$ cat config.mk
export PLATFORM = sky130hd
export DESIGN_NAME = timer16_wave
export DESIGN_NICKNAME = d
export VERILOG_FILES = /design/src/hw/timer16_pkg.sv /design/src/hw/chan_if.sv /design/src/hw/compare_chan.sv /design/src/hw/timer16_wave.sv
export SDC_FILE = /design/constraint.sdc
export NUM_CORES = 1
export LEC_CHECK = 0
export BUFFER_PORTS_ARGS = -buffer_cell sky130_fd_sc_hd__buf_4
export CELL_PAD_IN_SITES_DETAIL_PLACEMENT = 1
export CELL_PAD_IN_SITES_GLOBAL_PLACEMENT = 2
export CORE_ASPECT_RATIO = 1.4
export CORE_MARGIN = 2
export CORE_UTILIZATION = 35
export DETAILED_ROUTE_END_ITERATION = 6
export GPL_TIMING_DRIVEN = 0
export PLACE_DENSITY_LB_ADDON = 0.05
export SYNTH_ARGS = -nofsm -noshare
export SYNTH_HDL_FRONTEND = slang
export SYNTH_HIERARCHICAL = 1
export SYNTH_SLANG_ARGS = --single-unit
$ cat constraint.sdc
create_clock -name i_clk -period 7.8 [get_ports i_clk]
set_input_delay 0.78 -clock i_clk [delete_from_list [all_inputs] [get_ports i_clk]]
set_output_delay 0.78 -clock i_clk [all_outputs]
set_load 0.01 [all_outputs]
$ cat src/hw/timer16_pkg.sv
// Purpose: constants, types and mode decoding for the 16-bit waveform timer
// Assumes: counter advances only on the prescaled tick enable
// Notes: other mode codes are left to sibling logic
package timer16_pkg;
  localparam logic [3:0] MODE_CTC_CMPA = 4'h4;
  localparam logic [3:0] MODE_FAST_8 = 4'h5;
  localparam logic [3:0] MODE_FAST_9 = 4'h6;
  localparam logic [3:0] MODE_FAST_10 = 4'h7;
  localparam logic [3:0] MODE_CTC_CAP = 4'hC;
  localparam logic [3:0] MODE_FAST_CAP = 4'hE;
  localparam logic [3:0] MODE_FAST_CMPA = 4'hF;
  localparam logic [15:0] TOP_FIXED_8 = 16'h00FF;
  localparam logic [15:0] TOP_FIXED_9 = 16'h01FF;
  localparam logic [15:0] TOP_FIXED_10 = 16'h03FF;
  localparam logic [15:0] COUNT_MAX = 16'hFFFF;
  localparam logic [15:0] COUNT_BOTTOM = 16'h0000;
  localparam logic [15:0] FULL_MASK = 16'hFFFF;
  localparam logic [15:0] COMPARE_RESET = 16'h0000;
  localparam logic [15:0] CAPTURE_RESET = 16'h0000;
  localparam logic WAVE_RESET = 1'b0;
  localparam logic FLAG_RESET = 1'b0;

  typedef enum logic [1:0] {
    OUT_OFF = 2'b00,
    OUT_TOGGLE = 2'b01,
    OUT_CLEAR = 2'b10,
    OUT_SET = 2'b11
  } out_mode_t;

  function automatic logic mode_is_ctc(input logic [3:0] m);
    mode_is_ctc = (m == MODE_CTC_CMPA) || (m == MODE_CTC_CAP);
  endfunction

  function automatic logic mode_is_fast(input logic [3:0] m);
    mode_is_fast = (m == MODE_FAST_8) || (m == MODE_FAST_9) || (m == MODE_FAST_10) ||
                   (m == MODE_FAST_CAP) || (m == MODE_FAST_CMPA);
  endfunction

  // Fixed tops double as the write mask for compare values
  function automatic logic [15:0] mode_fixed_mask(input logic [3:0] m);
    case (m)
      MODE_FAST_8: mode_fixed_mask = TOP_FIXED_8;
      MODE_FAST_9: mode_fixed_mask = TOP_FIXED_9;
      MODE_FAST_10: mode_fixed_mask = TOP_FIXED_10;
      default: mode_fixed_mask = FULL_MASK;
    endcase
  endfunction

  function automatic logic [15:0] mode_top(input logic [3:0] m, input logic [15:0] cmpa,
                                           input logic [15:0] cap);
    case (m)
      MODE_CTC_CMPA, MODE_FAST_CMPA: mode_top = cmpa;
      MODE_CTC_CAP, MODE_FAST_CAP: mode_top = cap;
      default: mode_top = mode_fixed_mask(m);
    endcase
  endfunction
endpackage

$ cat src/hw/chan_if.sv
// Purpose: link between counter core and one compare channel
// Assumes: single clock domain
// Notes: core drives timing, channel returns its state
`timescale 1ns/10ps
interface chan_if;
  logic [15:0] count;
  logic tick;
  logic fast;
  logic clear_on_match_mode;
  logic top_hit;
  logic block;
  logic [15:0] fixed_mask;
  logic wr;
  logic [15:0] wdata;
  logic [1:0] out_mode;
  logic flag_clr;
  logic match;
  logic [15:0] active;
  logic [15:0] buffer;
  logic wave;
  logic flag;
  modport core (output count, tick, fast, clear_on_match_mode, top_hit, block, fixed_mask, wr, wdata, out_mode,
                flag_clr, input match, active, buffer, wave, flag);
  modport chan (input count, tick, fast, clear_on_match_mode, top_hit, block, fixed_mask, wr, wdata, out_mode,
                flag_clr, output match, active, buffer, wave, flag);
endinterface

$ cat src/hw/compare_chan.sv
// Purpose: one compare channel: buffered compare value, match, flag, waveform state
// Assumes: core asserts top_hit only on a counting tick
// Notes: buffer always holds what software last wrote, masked by fixed_mask
`timescale 1ns/10ps
module compare_chan
  import timer16_pkg::*;
#(
  parameter bit TOGGLE_IN_FAST = 1'b0
)
(
  // Clock and reset
  input wire logic i_clk,
  input wire logic i_rst,
  // Core link
  chan_if.chan port
);
  typedef struct packed {
    logic [15:0] active;
    logic [15:0] buffer;
    logic wave;
    logic flag;
  } chan_state_t;

  chan_state_t st;
  chan_state_t next_st;
  logic match;
  logic [15:0] masked;

  assign port.match = match;
  assign port.active = st.active;
  assign port.buffer = st.buffer;
  assign port.wave = st.wave;
  assign port.flag = st.flag;

  always_comb
  begin
    next_st = st;
    match = port.tick && !port.block && (port.count == st.active);
    masked = port.wdata & port.fixed_mask;
    if (port.wr)
    begin
      next_st.buffer = masked;
      if (!port.fast)
        next_st.active = masked;
    end
    // Old buffer wins over a write in the same cycle
    if (port.fast && port.top_hit)
      next_st.active = st.buffer;
    if (port.clear_on_match_mode && match)
    begin
      case (out_mode_t'(port.out_mode))
        OUT_TOGGLE: next_st.wave = !st.wave;
        OUT_CLEAR: next_st.wave = 1'b0;
        OUT_SET: next_st.wave = 1'b1;
        default: next_st.wave = st.wave;
      endcase
    end
    else if (port.fast && match)
    begin
      // Match beats top so compare equal to top holds a level
      case (out_mode_t'(port.out_mode))
        OUT_TOGGLE: next_st.wave = TOGGLE_IN_FAST ? !st.wave : st.wave;
        OUT_CLEAR: next_st.wave = 1'b1;
        OUT_SET: next_st.wave = 1'b0;
        default: next_st.wave = st.wave;
      endcase
    end
    else if (port.fast && port.top_hit)
    begin
      case (out_mode_t'(port.out_mode))
        OUT_CLEAR: next_st.wave = 1'b0;
        OUT_SET: next_st.wave = 1'b1;
        default: next_st.wave = st.wave;
      endcase
    end
    next_st.flag = (st.flag && !port.flag_clr) || match;
  end

  always_ff @(posedge i_clk or posedge i_rst)
  begin
    if (i_rst)
    begin
      st.active <= COMPARE_RESET;
      st.buffer <= COMPARE_RESET;
      st.wave <= WAVE_RESET;
      st.flag <= FLAG_RESET;
    end
    else
      st <= next_st;
  end
endmodule

$ cat src/hw/timer16_wave.sv
// Purpose: 16-bit timer core for clear-on-match and single-slope fast PWM modes
// Assumes: i_tick is the one-cycle prescaler enable; writes are whole 16-bit words
// Notes: pin outputs lag the waveform state by one clock
`timescale 1ns/10ps
module timer16_wave
  import timer16_pkg::*;
(
  // Clock and reset
  input wire logic i_clk,
  input wire logic i_rst,
  // Prescaled timer clock enable
  input wire logic i_tick,
  // Configuration
  input wire logic [3:0] i_waveform_mode_select,
  input wire logic [1:0] i_output_mode_a,
  input wire logic [1:0] i_output_mode_b,
  input wire logic i_pin_direction_a,
  input wire logic i_pin_direction_b,
  // Register writes
  input wire logic i_count_wr,
  input wire logic [15:0] i_count_wdata,
  input wire logic i_compare_a_wr,
  input wire logic [15:0] i_compare_a_wdata,
  input wire logic i_compare_b_wr,
  input wire logic [15:0] i_compare_b_wdata,
  input wire logic i_capture_top_wr,
  input wire logic [15:0] i_capture_top_wdata,
  // Flag clears
  input wire logic i_overflow_clr,
  input wire logic i_capture_clr,
  input wire logic i_compare_a_clr,
  input wire logic i_compare_b_clr,
  // Register readback
  output logic [15:0] o_count_value,
  output logic [15:0] o_compare_a_value,
  output logic [15:0] o_compare_b_value,
  output logic [15:0] o_capture_top_value,
  // Flags
  output logic o_overflow_flag,
  output logic o_capture_flag,
  output logic o_compare_a_flag,
  output logic o_compare_b_flag,
  // Waveform pins
  output logic o_wave_out_a,
  output logic o_wave_oe_a,
  output logic o_wave_out_b,
  output logic o_wave_oe_b,
  // Mode handled elsewhere
  output logic o_mode_foreign
);
  typedef struct packed {
    logic [15:0] count;
    logic [15:0] capture_top;
    logic overflow;
    logic capture;
    logic block;
    logic [1:0] pin;
    logic [1:0] oe;
    logic foreign;
  } core_state_t;

  core_state_t st;
  core_state_t next_st;
  chan_if ch[2] ();

  logic clear_on_match_mode;
  logic fast;
  logic run;
  logic top_hit;
  logic [15:0] top;
  logic [1:0] wr;
  logic [1:0] clr;
  logic [1:0] dir;
  logic [15:0] wdata [2];
  logic [1:0] omode [2];
  logic [1:0] wave;
  logic [15:0] active_a;

  assign wr = {i_compare_b_wr, i_compare_a_wr};
  assign clr = {i_compare_b_clr, i_compare_a_clr};
  assign dir = {i_pin_direction_b, i_pin_direction_a};
  assign wdata[0] = i_compare_a_wdata;
  assign wdata[1] = i_compare_b_wdata;
  assign omode[0] = i_output_mode_a;
  assign omode[1] = i_output_mode_b;
  assign active_a = ch[0].active;

  generate
    for (genvar i = 0; i < 2; i++)
    begin : g_chan
      assign ch[i].count = st.count;
      assign ch[i].tick = run;
      assign ch[i].fast = fast;
      assign ch[i].clear_on_match_mode = clear_on_match_mode;
      assign ch[i].top_hit = top_hit;
      assign ch[i].block = st.block;
      assign ch[i].fixed_mask = mode_fixed_mask(i_waveform_mode_select);
      assign ch[i].wr = wr[i];
      assign ch[i].wdata = wdata[i];
      assign ch[i].out_mode = omode[i];
      assign ch[i].flag_clr = clr[i];
      assign wave[i] = ch[i].wave;
      // Only channel A has the toggle action in fast PWM
      compare_chan #(
        .TOGGLE_IN_FAST(i == 0)
      ) u_chan (
        .i_clk(i_clk),
        .i_rst(i_rst),
        .port(ch[i].chan)
      );
    end
  endgenerate

  always_comb
  begin
    next_st = st;
    clear_on_match_mode = mode_is_ctc(i_waveform_mode_select);
    fast = mode_is_fast(i_waveform_mode_select);
    top = mode_top(i_waveform_mode_select, active_a, st.capture_top);
    run = i_tick && (clear_on_match_mode || fast);
    // A count write blocks the top match on the next tick too
    top_hit = run && !st.block && (st.count == top);
    next_st.foreign = !(clear_on_match_mode || fast);

    if (i_capture_top_wr)
      next_st.capture_top = i_capture_top_wdata;

    if (i_count_wr)
      next_st.block = 1'b1;
    else if (i_tick)
      next_st.block = 1'b0;

    if (i_count_wr)
      next_st.count = i_count_wdata;
    else if (top_hit)
      next_st.count = COUNT_BOTTOM;
    else if (run)
      next_st.count = st.count + 16'h0001;

    // Top match is an equality test only, so a late top wraps through MAX
    next_st.overflow = (st.overflow && !i_overflow_clr) ||
                       (clear_on_match_mode && run && st.count == COUNT_MAX) ||
                       (fast && top_hit);

    next_st.capture = (st.capture && !i_capture_clr) ||
                      (top_hit && (i_waveform_mode_select == MODE_CTC_CAP ||
                                   i_waveform_mode_select == MODE_FAST_CAP));

    for (int i = 0; i < 2; i++)
    begin
      next_st.oe[i] = dir[i];
      next_st.pin[i] = dir[i] && wave[i];
    end
  end

  always_ff @(posedge i_clk or posedge i_rst)
  begin
    if (i_rst)
    begin
      st.count <= COUNT_BOTTOM;
      st.capture_top <= CAPTURE_RESET;
      st.overflow <= FLAG_RESET;
      st.capture <= FLAG_RESET;
      st.block <= 1'b0;
      st.pin <= 2'b00;
      st.oe <= 2'b00;
      st.foreign <= 1'b0;
    end
    else
      st <= next_st;
  end

  assign o_count_value = st.count;
  assign o_compare_a_value = ch[0].buffer;
  assign o_compare_b_value = ch[1].buffer;
  assign o_capture_top_value = st.capture_top;
  assign o_overflow_flag = st.overflow;
  assign o_capture_flag = st.capture;
  assign o_compare_a_flag = ch[0].flag;
  assign o_compare_b_flag = ch[1].flag;
  assign o_wave_out_a = st.pin[0];
  assign o_wave_oe_a = st.oe[0];
  assign o_wave_out_b = st.pin[1];
  assign o_wave_oe_b = st.oe[1];
  assign o_mode_foreign = st.foreign;
endmodule

==> metrics.md, run 1 <==
| Metric | Value |
|---|---|
| Wire per inst | `20.6 µm` |
| Crit path launch type | `input pin` |
| Tmin final | `3.92 ns` |
| Clk buf depth | `2` |
| Cell family with most CP delay | `buffers and inverters` |
| Mean post-synth cell area | `8.95 µm²` |
| Drt first pass iters | `4` |
| Root Driver | `clkbuf_16` |
| Pin count of the biggest net entering global routing | `38` |
| Vias per inst | `5.41` |
| Clock Skew | `0.0191 ns` |
| DR iter-0 viols | `289` |
| Worst slew pin tran | `1.25 ns` |
| RD Place Congestion | `0.855` |
| Post-CTS Setup Bufs | `0` |
| Worst setup EP type | `register` |
| Mapped Cells | `747` |
| Layout Nets | `1,022` |
| Relative slew slack | `16.8%` |
| DR vias | `6,415` |
| RR Startpoint | `o_count_value[8]$_DFFE_PP0P_` |
| Clock-pin slew on the worst setup and hold paths | `0.09 ns` |
| Yosys warning count | `6` |
| Worst-Skew Late Latency | `0.37 ns` |
| Mapped Area | `6690 µm²` |
| Row cnt | `59` |
| Met3 Use GR | `3.58%` |
| Arr. time, crit path | `4.15 ns` |
| PnR Total Power | `1.59 mW` |
| Hold slack | `0.299 ns` |
| # resized after CTS | `0` |
| Worst hold-check path type | `in -> async` |
| Ratio of cells with drive above 1 in the final layout | `25.7%` |
| Max_cap viols | `0` |
| Diode count | `0` |
| Final HPWL DP | `18,800 µm` |
| Core area | `18,700 µm²` |
| Critical Path Max Stage Delay | `0.49 ns` |
| CTS tree | `yes` |
| Worst R2R Setup Slack | `4.03 ns` |
| CP cell instances | `buf_4 > buf_2 > clkbuf_1 > o2111ai_1 > a221oi_1 > o2111ai_2 > nor4_4 > and4b_1 > buf_2 > buf_2 > mux2i_1 > a21oi_1` |
| Max rail drop VDD | `0.000100 V` |
| Period utilization | `50.3%` |
| WP data required | `8.02 ns` |
| Fmax | `0.255 GHz` |
| Reg2reg path depth | `11` |
| Die ar. | `20,200 µm²` |
| Die height | `168 µm` |
| Status | `complete, no violations` |
| Pleak | `3.86 nW` |
| Global-route wire length before repair | `38,400 µm` |
| Die W | `121 µm` |
| Worst Setup Path Type | `in -> reg` |
| WL final | `24,400 µm` |
| Count of final max-slew check failures | `0` |
| Fin area | `8580 µm²` |
| GR peak layer | `met2` |
| R2r endpoint | `g_chan[0].u_chan/port.active[3]$_DFFE_PP0P_` |
| DRC viols | `0` |
| # IOs | `158` |
| Initial antenna violation count | `0` |
| Stages on the worst setup path | `12` |
| Initial Util | `35.8%` |
| Vias in the first global route | `6,797` |
| H-tree depth | `3` |
| Input/output buffers | `153` |
| P per Cell Area | `185 nW/µm²` |
| CP max-delay cell | `and4b_1` |
| CTS Buf Count | `9` |
| CP max FO | `10` |
| Area growth, synth to finish | `28.4%` |
| Final hold violations | `0` |
| Worst Setup EP | `g_chan[0].u_chan/port.active[3]$_DFFE_PP0P_` |
| Post-CTS Hold Fix Bufs | `0` |
| WP buf/inv | `5` |
| Final setup TNS | `0 ns` |
| Critical Path Most Common Cell | `buf_2` |
| RSZ-0062 raised after global routing | `no` |
| CTS sink count | `108` |
| Grt total ovfl | `0` |
| Setup-failing EPs final | `0` |
| Grt met1 use | `29.9%` |
| Routed Antenna Nets | `0` |
| GR Util met2 | `43.9%` |
| Tot GR Track Use | `24.6%` |
| Crit. Startpoint | `i_waveform_mode_select[2]` |
| Placed inst area | `8270 µm²` |
-- layout by cell type (no fill, tap or decap), types with 23 or more instances in the layout --
master	instances
a21oi_1	37
buf_4	160
nor2_1	51
nand3_1	47
mux2i_1	23
conb_1	24
o21ai_0	57
clkbuf_1	29
nand2_1	51
inv_1	67
dfrtp_1	108
-- where the power goes --
group	leakage (nW)	switching [mW]	internal [mW]	total (mW)
Sequential	1.30	0.0947	0.616	0.711
Combinational	2.41	0.206	0.186	0.392
Clock	0.151	0.255	0.231	0.486
-- per-stage QoR --
step | util, % | std cells | worst slack [ns]
2_1_floorplan | - | 770 | 4.44
3_3_place_gp | 44.0 | 1167 | 3.46
3_5_place_dp | 44.3 | 1169 | 3.45
4_1_cts | 46.0 | 1185 | 3.84
5_1_grt | 46.0 | 1185 | 3.61
6_report | 46.0 | 1185 | 3.88
-- flip-flops by register name, summed over array words and instances, names as in the netlist --
signal / cells
ch.block: 1
g_chan.u_chan/port.active: 32
g_chan.u_chan/port.buffer: 32
g_chan.u_chan/port.flag: 2
g_chan.u_chan/port.wave: 2
o_capture_flag: 1
o_capture_top_value: 16
o_count_value: 16
o_mode_foreign: 1
o_overflow_flag: 1
o_wave_oe_a: 1
o_wave_oe_b: 1
o_wave_out_a: 1
o_wave_out_b: 1
-- worst min path at each step --
stage / startpoint / end / cells after the start
after global placement: g_chan[0].u_chan/port.flag$_DFF_PP0_ / g_chan[0].u_chan/port.flag$_DFF_PP0_ / 1
after CTS: i_rst / o_wave_oe_a$_DFF_PP0_ / 2
after detailed placement: g_chan[0].u_chan/port.flag$_DFF_PP0_ / g_chan[0].u_chan/port.flag$_DFF_PP0_ / 1
after floorplan: g_chan[1].u_chan/port.wave$_DFFE_PP0P_ / o_wave_out_b$_DFF_PP0_ / 1
final: i_rst / o_wave_oe_a$_DFF_PP0_ / 2
after global routing: i_rst / o_wave_oe_a$_DFF_PP0_ / 2
-- final cells by class --
type	instances	area, µm²
plain buffers	48	231
well taps	244	305
repair buffers	155	1200
multi-input cells	544	3570
inverters	70	263
clock buffers	9	225
fillers	2194	10100
flip-flops and latches	108	2700
clock inverters	7	86.3
-- per-layer routing --
metal	up-vias	part of all wire [%]
met5	-	0
met4	0	2.9
met3	35	3.7
met2	157	52
met1	3223	41
li1	3000	-
(Power assumes the default switching activity.)
==> run 2: changes to the inputs <==
Settings changed: ABC_AREA set to 1, CORE_UTILIZATION 35 to 30.
Clock period 7.8 ns to 3.7 ns, I/O delays scaled along.
==> run 2 against run 1 <==
  * Non-clock buffer count is 17 lower
  * Wire length increased by 2.3%
  * Combinational power increased by 130%
  * Clock power up 110%
  * Count of clock-buffer cells in the layout rose by 1
  * Sequential share of layout area decreased by 0.43 points
  * Die area grew 18%
  * Critical path type is now reg -> reg
  * Critical path depth stayed put
==> metrics.md, run 2 <==
| Metric | Value |
|---|---|
| Diode count | `0` |
| Vias per inst | `4.65` |
| Max rail drop VDD | `0.000226 V` |
| Worst setup EP type | `register` |
| DRC viols | `0` |
| Global-route wire length before repair | `38,900 µm` |
| Drt first pass iters | `4` |
| Period utilization | `84.0%` |
| Mapped Area | `6770 µm²` |
| R2r endpoint | `g_chan[0].u_chan/port.active[14]$_DFFE_PP0P_` |
| Worst hold-check path type | `in -> async` |
| Mean post-synth cell area | `7.06 µm²` |
| RSZ-0062 raised after global routing | `no` |
| Final HPWL DP | `19,500 µm` |
| Arr. time, crit path | `3.34 ns` |
| Yosys warning count | `6` |
| Tmin final | `3.11 ns` |
| Initial Util | `30.3%` |
| Die height | `182 µm` |
| Worst-Skew Late Latency | `0.37 ns` |
| Max_cap viols | `0` |
| Setup-failing EPs final | `0` |
| RD Place Congestion | `0.834` |
| Root Driver | `clkbuf_16` |
| Input/output buffers | `155` |
| Final hold violations | `0` |
| DR vias | `6,732` |
| CTS Buf Count | `9` |
| Die W | `131 µm` |
| Storage cell area | `2700 µm²` |
| # resized after CTS | `0` |
| Finished Layout Cells | `1,447` |
| Crit path launch type | `register` |
| # IOs | `158` |
| Top Registers | `g_chan.u_chan/port.active x32, g_chan.u_chan/port.buffer x32` |
| Relative slew slack | `48.1%` |
| WL final | `25,000 µm` |
| Clk buf depth | `2` |
| Status | `complete, no violations` |
| H-tree depth | `3` |
| Crit. Startpoint | `o_count_value[3]$_DFFE_PP0P_` |
| Clock-pin slew on the worst setup and hold paths | `0.07 ns` |
| Final setup TNS | `0 ns` |
| Ratio of cells with drive above 1 in the final layout | `23.4%` |
| Multi-input logic area | `3430 µm²` |
| Post-CTS Setup Bufs | `0` |
| Area growth, synth to finish | `28.5%` |
| Fmax | `0.322 GHz` |
| Wire per inst | `17.3 µm` |
| Pleak | `4.61 nW` |
| Worst slew pin tran | `0.778 ns` |
| Mapped Cells | `959` |
| Worst Setup EP | `g_chan[0].u_chan/port.active[14]$_DFFE_PP0P_` |
| Routed Antenna Nets | `0` |
| Initial antenna violation count | `0` |
| Tot GR Track Use | `21.7%` |
| Placed cells | `1,432` |
| Worst R2R Setup Slack | `0.59 ns` |
| Commonest cells after routing, fill and taps aside | `nand2_1 (296), buf_4 (158), inv_1 (127)` |
| Count of final max-slew check failures | `0` |
| DR iter-0 viols | `247` |
| Grt total ovfl | `0` |
| Commonest non-fill, non-tap cell in the layout | `nand2_1` |
| CTS tree | `yes` |
| P per Cell Area | `395 nW/µm²` |
| CTS sink count | `108` |
| Core area | `22,400 µm²` |
| Post-CTS Hold Fix Bufs | `0` |
| Worst Setup Path Type | `reg -> reg` |
| Layout Nets | `1,228` |
| FILL cells | `2,850` |
| CP max FO | `10` |
| Die ar. | `23,800 µm²` |
| Pin count of the biggest net entering global routing | `35` |
| WP data required | `3.93 ns` |
| Row cnt | `65` |
| Reg2reg path depth | `12` |
| Clock Skew | `0.00841 ns` |
| RR Startpoint | `o_count_value[3]$_DFFE_PP0P_` |
| Vias in the first global route | `7,032` |
run 2: through the flow:
stage / util (%) / area, µm² / hold slack, ns / worst slack [ns] / power (mW)
3_3_place_gp: 37.4 / 8370 / 0.484 / 0.127 / 2.43
4_1_cts: 38.9 / 8700 / 0.0531 / 0.551 / 3.48
5_1_grt: 38.9 / 8700 / 0.0848 / 0.295 / 3.64
3_5_place_dp: 37.6 / 8400 / 0.457 / 0.239 / 2.45
2_1_floorplan: - / 6830 / 0.401 / 1.27 / 1.98
6_report: 38.9 / 8700 / 0.0534 / 0.593 / 3.43
run 2: worst min-delay path by stage:
stage | slack [ns] | depth (start not counted) | endpoint
3_5_place_dp | 0.46 | 2 | o_mode_foreign$_DFF_PP0_
5_1_grt | 0.08 | 2 | o_capture_flag$_DFF_PP0_
2_1_floorplan | 0.40 | 0 | o_wave_oe_a$_DFF_PP0_
3_3_place_gp | 0.48 | 2 | o_wave_out_b$_DFF_PP0_
4_1_cts | 0.05 | 2 | o_capture_flag$_DFF_PP0_
6_report | 0.05 | 2 | o_count_value[6]$_DFFE_PP0P_
run 2: metal layers:
layer	GRT usage [%]	up-vias	routed length, µm
li1	-	3424	-
met1	28.4	3149	11400
met3	2.92	24	922
met2	36.7	135	12100
met5	0	-	0
met4	7.02	0	593
run 2: final cells by class:
type / count / area share, %
inverters: 143 / 6.17
flip-flops and latches: 108 / 31.1
clock buffers: 10 / 2.75
clock inverters: 5 / 0.690
multi-input cells: 694 / 39.5
repair buffers: 157 / 13.8
well taps: 301 / 4.33
plain buffers: 29 / 1.78
run 2: where the power goes:
group	switching [mW]	internal (mW)	total [mW]
combinational	0.527	0.382	0.909
sequential	0.213	1.29	1.50
clock	0.480	0.545	1.02
total	1.22	2.21	3.43
run 2: critical path, stage by stage, from the launching register on:
cell      delay (ns)
dfrtp_1         0.77
inv_1           0.26
nand2_1         0.13
nand2_1         0.06
nor2_1          0.09
nand2_1         0.06
nor2_1          0.14
nand3_2         0.25
inv_1           0.26
nand2_1         0.19
o21ai_1         0.19
clkbuf_1        0.42
o21ai_0         0.15
==> run 3: changes to the inputs <==
Settings changed: CORE_UTILIZATION 30 to 27.
Clock period 3.7 ns to 2.78 ns, I/O delays scaled along.
==> run 3 against run 2 <==
  * Sequential share of layout area down 0.22 points
  * Largest power group unchanged
  * Maximum frequency increased by 22%
  * Critical path depth is 2 higher
==> metrics.md, run 3 (same netlist as run 2, synthesis figures left out) <==
| Metric | Value |
|---|---|
| CP cell instances | `inv_1 > nand2_1 > nand2_1 > nand2_1 > nor2_1 > nand3_4 > inv_4 > nand2_4 > inv_4 > a21oi_4 > inv_2 > buf_4 > o211ai_1 > o21ai_0` |
| Pleak | `4.63 nW` |
| Finished Layout Cells | `1,470` |
| H-tree depth | `3` |
| RSZ-0062 raised after global routing | `no` |
| Hold path cells | `1` |
| DR iter-0 viols | `264` |
| Clock-pin slew on the worst setup and hold paths | `0.08 ns` |
| Final setup TNS | `0 ns` |
| WL met3 | `991 µm` |
| CTS Buf Count | `9` |
| Routed Antenna Nets | `0` |
| Placed inst area | `8410 µm²` |
| Placed cells | `1,446` |
| Max_cap viols | `0` |
| Arr. time, crit path | `2.78 ns` |
| Reg2reg path depth | `14` |
| Post-place setup slack | `-0.694 ns` |
| Core area | `24,700 µm²` |
| Switch share | `35.8%` |
| Internal power | `2.95 mW` |
| Root Driver | `clkbuf_16` |
| Area growth, synth to finish | `30.2%` |
| Die W | `138 µm` |
| Crit. Startpoint | `o_count_value[10]$_DFFE_PP0P_` |
| Relative slew slack | `47.9%` |
| Pin count of the biggest net entering global routing | `35` |
| Diode count | `0` |
| Routed metal-1 wire length | `12,300 µm` |
| Clock share of power | `29.1%` |
| Input/output buffers | `155` |
| Met2 wire len | `12,400 µm` |
| CP max FO | `11` |
| # IOs | `158` |
| Final HPWL DP | `20,200 µm` |
| CTS tree | `yes` |
| Clk buf depth | `2` |
| Wire per inst | `18.0 µm` |
| Initial Util | `27.4%` |
| Reg power frac | `43.4%` |
| Final hold violations | `0` |
| Hold slack | `0.0222 ns` |
| Count of final max-slew check failures | `0` |
| Tot GR Track Use | `20.7%` |
| Worst setup EP type | `register` |
| Die ar. | `26,400 µm²` |
| Die height | `191 µm` |
| Fin area | `8820 µm²` |
| Clock Skew | `0.00907 ns` |
| Status | `complete, no violations` |
| Vias in the first global route | `7,126` |
| Drt first pass iters | `4` |
| Vias per inst | `4.67` |
| Max Used Layer | `met4` |
| DR vias | `6,862` |
| Worst-Skew Late Latency | `0.37 ns` |
| WL final | `26,400 µm` |
| Worst slew pin tran | `0.780 ns` |
| Worst hold-check path type | `in -> reg` |
| Ratio of cells with drive above 1 in the final layout | `25.3%` |
| DRC viols | `0` |
| Critical Path Most Common Cell | `nand2_1` |
| RD Place Congestion | `0.814` |
| Final Util | `35.8%` |
| Combinational power share | `27.5%` |
| Global-route wire length before repair | `40,600 µm` |
| CTS sink count | `108` |
| Switch Pwr | `1.64 mW` |
| Initial antenna violation count | `0` |
| Fin worst setup slack | `0.236 ns` |
| Top Registers | `g_chan.u_chan/port.active x32, g_chan.u_chan/port.buffer x32` |
| Grt total ovfl | `0` |
| Commonest non-fill, non-tap cell in the layout | `nand2_1` |
| Setup-failing EPs final | `0` |
| Layout Nets | `1,236` |
| FILL cells | `3,096` |
| Max rail drop VDD | `0.000296 V` |
| Crit path launch type | `register` |
| Worst Setup Path Type | `reg -> reg` |
| Commonest cells after routing, fill and taps aside | `nand2_1 (296), buf_4 (165), inv_1 (126)` |
| CP max-delay cell | `dfrtp_1` |
| Tmin final | `2.54 ns` |
| Row cnt | `68` |
| WP data required | `3.02 ns` |
| Min-Delay Startpoint | `i_pin_direction_b` |
| Fmax | `0.393 GHz` |
| Period utilization | `91.5%` |
| PnR Total Power | `4.59 mW` |
| P per Cell Area | `520 nW/µm²` |
| RR Startpoint | `o_count_value[10]$_DFFE_PP0P_` |
| Critical Path Max Stage Delay | `0.70 ns` |
[run 3: cell types whose count changed in the layout (fill, tap and decap cells not counted), sizes merged]
cell | previous run | this run
dlygate4sd3 | 0 | 1
inv | 144 | 142
buf | 172 | 178
clkinvlp | 1 | 2
clkbuf | 24 | 27
[run 3: final cells by class]
| type | count | area [µm²] | area share, % |
|---|---|---|---|
| Multi-Input combinational cell | 694 | 3450 | 39.1 |
| Clock inverter | 4 | 50.0 | 0.567 |
| Tap cell | 315 | 394 | 4.47 |
| Inverter | 143 | 542 | 6.14 |
| Buffer | 29 | 171 | 1.94 |
| Timing Repair Buffer | 165 | 1250 | 14.2 |
| Clock buffer | 12 | 236 | 2.68 |
| Sequential cell | 108 | 2720 | 30.8 |
[run 3: worst paths after layout]
path,to,slack (ns)
hold / removal,o_wave_oe_b$_DFF_PP0_,0.02
setup / recovery,g_chan[1].u_chan/port.active[15]$_DFFE_PP0P_,0.24
setup reg to reg,g_chan[1].u_chan/port.active[15]$_DFFE_PP0P_,0.24
hold reg to reg,o_wave_out_b$_DFF_PP0_,0.50
max in group asynchronous,g_chan[0].u_chan/port.active[15]$_DFFE_PP0P_,1.63
min in group asynchronous,o_capture_flag$_DFF_PP0_,0.51
[run 3: timing repair]
action / 4_1_cts / 5_1_grt
setup buffers: 5 / 2
resized for setup: 18 / 12
setup endpoints to repair: 33 / 30
hold buffers: 1 / 0
pin swaps: 0 / 1
hold endpoints to repair: 18 / 0
[run 3: power by group through the flow]
stage                     Clock [mW]  Combinational (mW)  Sequential (mW)
after detailed placement           0                1.24             2.04
after CTS                       1.38                1.28             2.00
after global placement             0                1.22             2.04
final                           1.34                1.26             1.99
after floorplan                    0               0.700             1.94
after global routing            1.44                1.44             2.02
[run 3: per-layer routing]
layer / GRT usage, % / vias to the layer above
met1: 27.5 / 3255
li1: - / 3441
met5: 0 / -
met3: 2.81 / 29
met2: 33.9 / 137
met4: 7.73 / 0
[run 3: worst max-delay path: cells and delay by family, from the launching register on]
kind	cells	cell delay (ns)
AND/OR/NAND/NOR	6	0.59
buffers and inverters	5	0.69
AO/OA/AOI/OAI	3	0.43
flip-flops	1	0.70
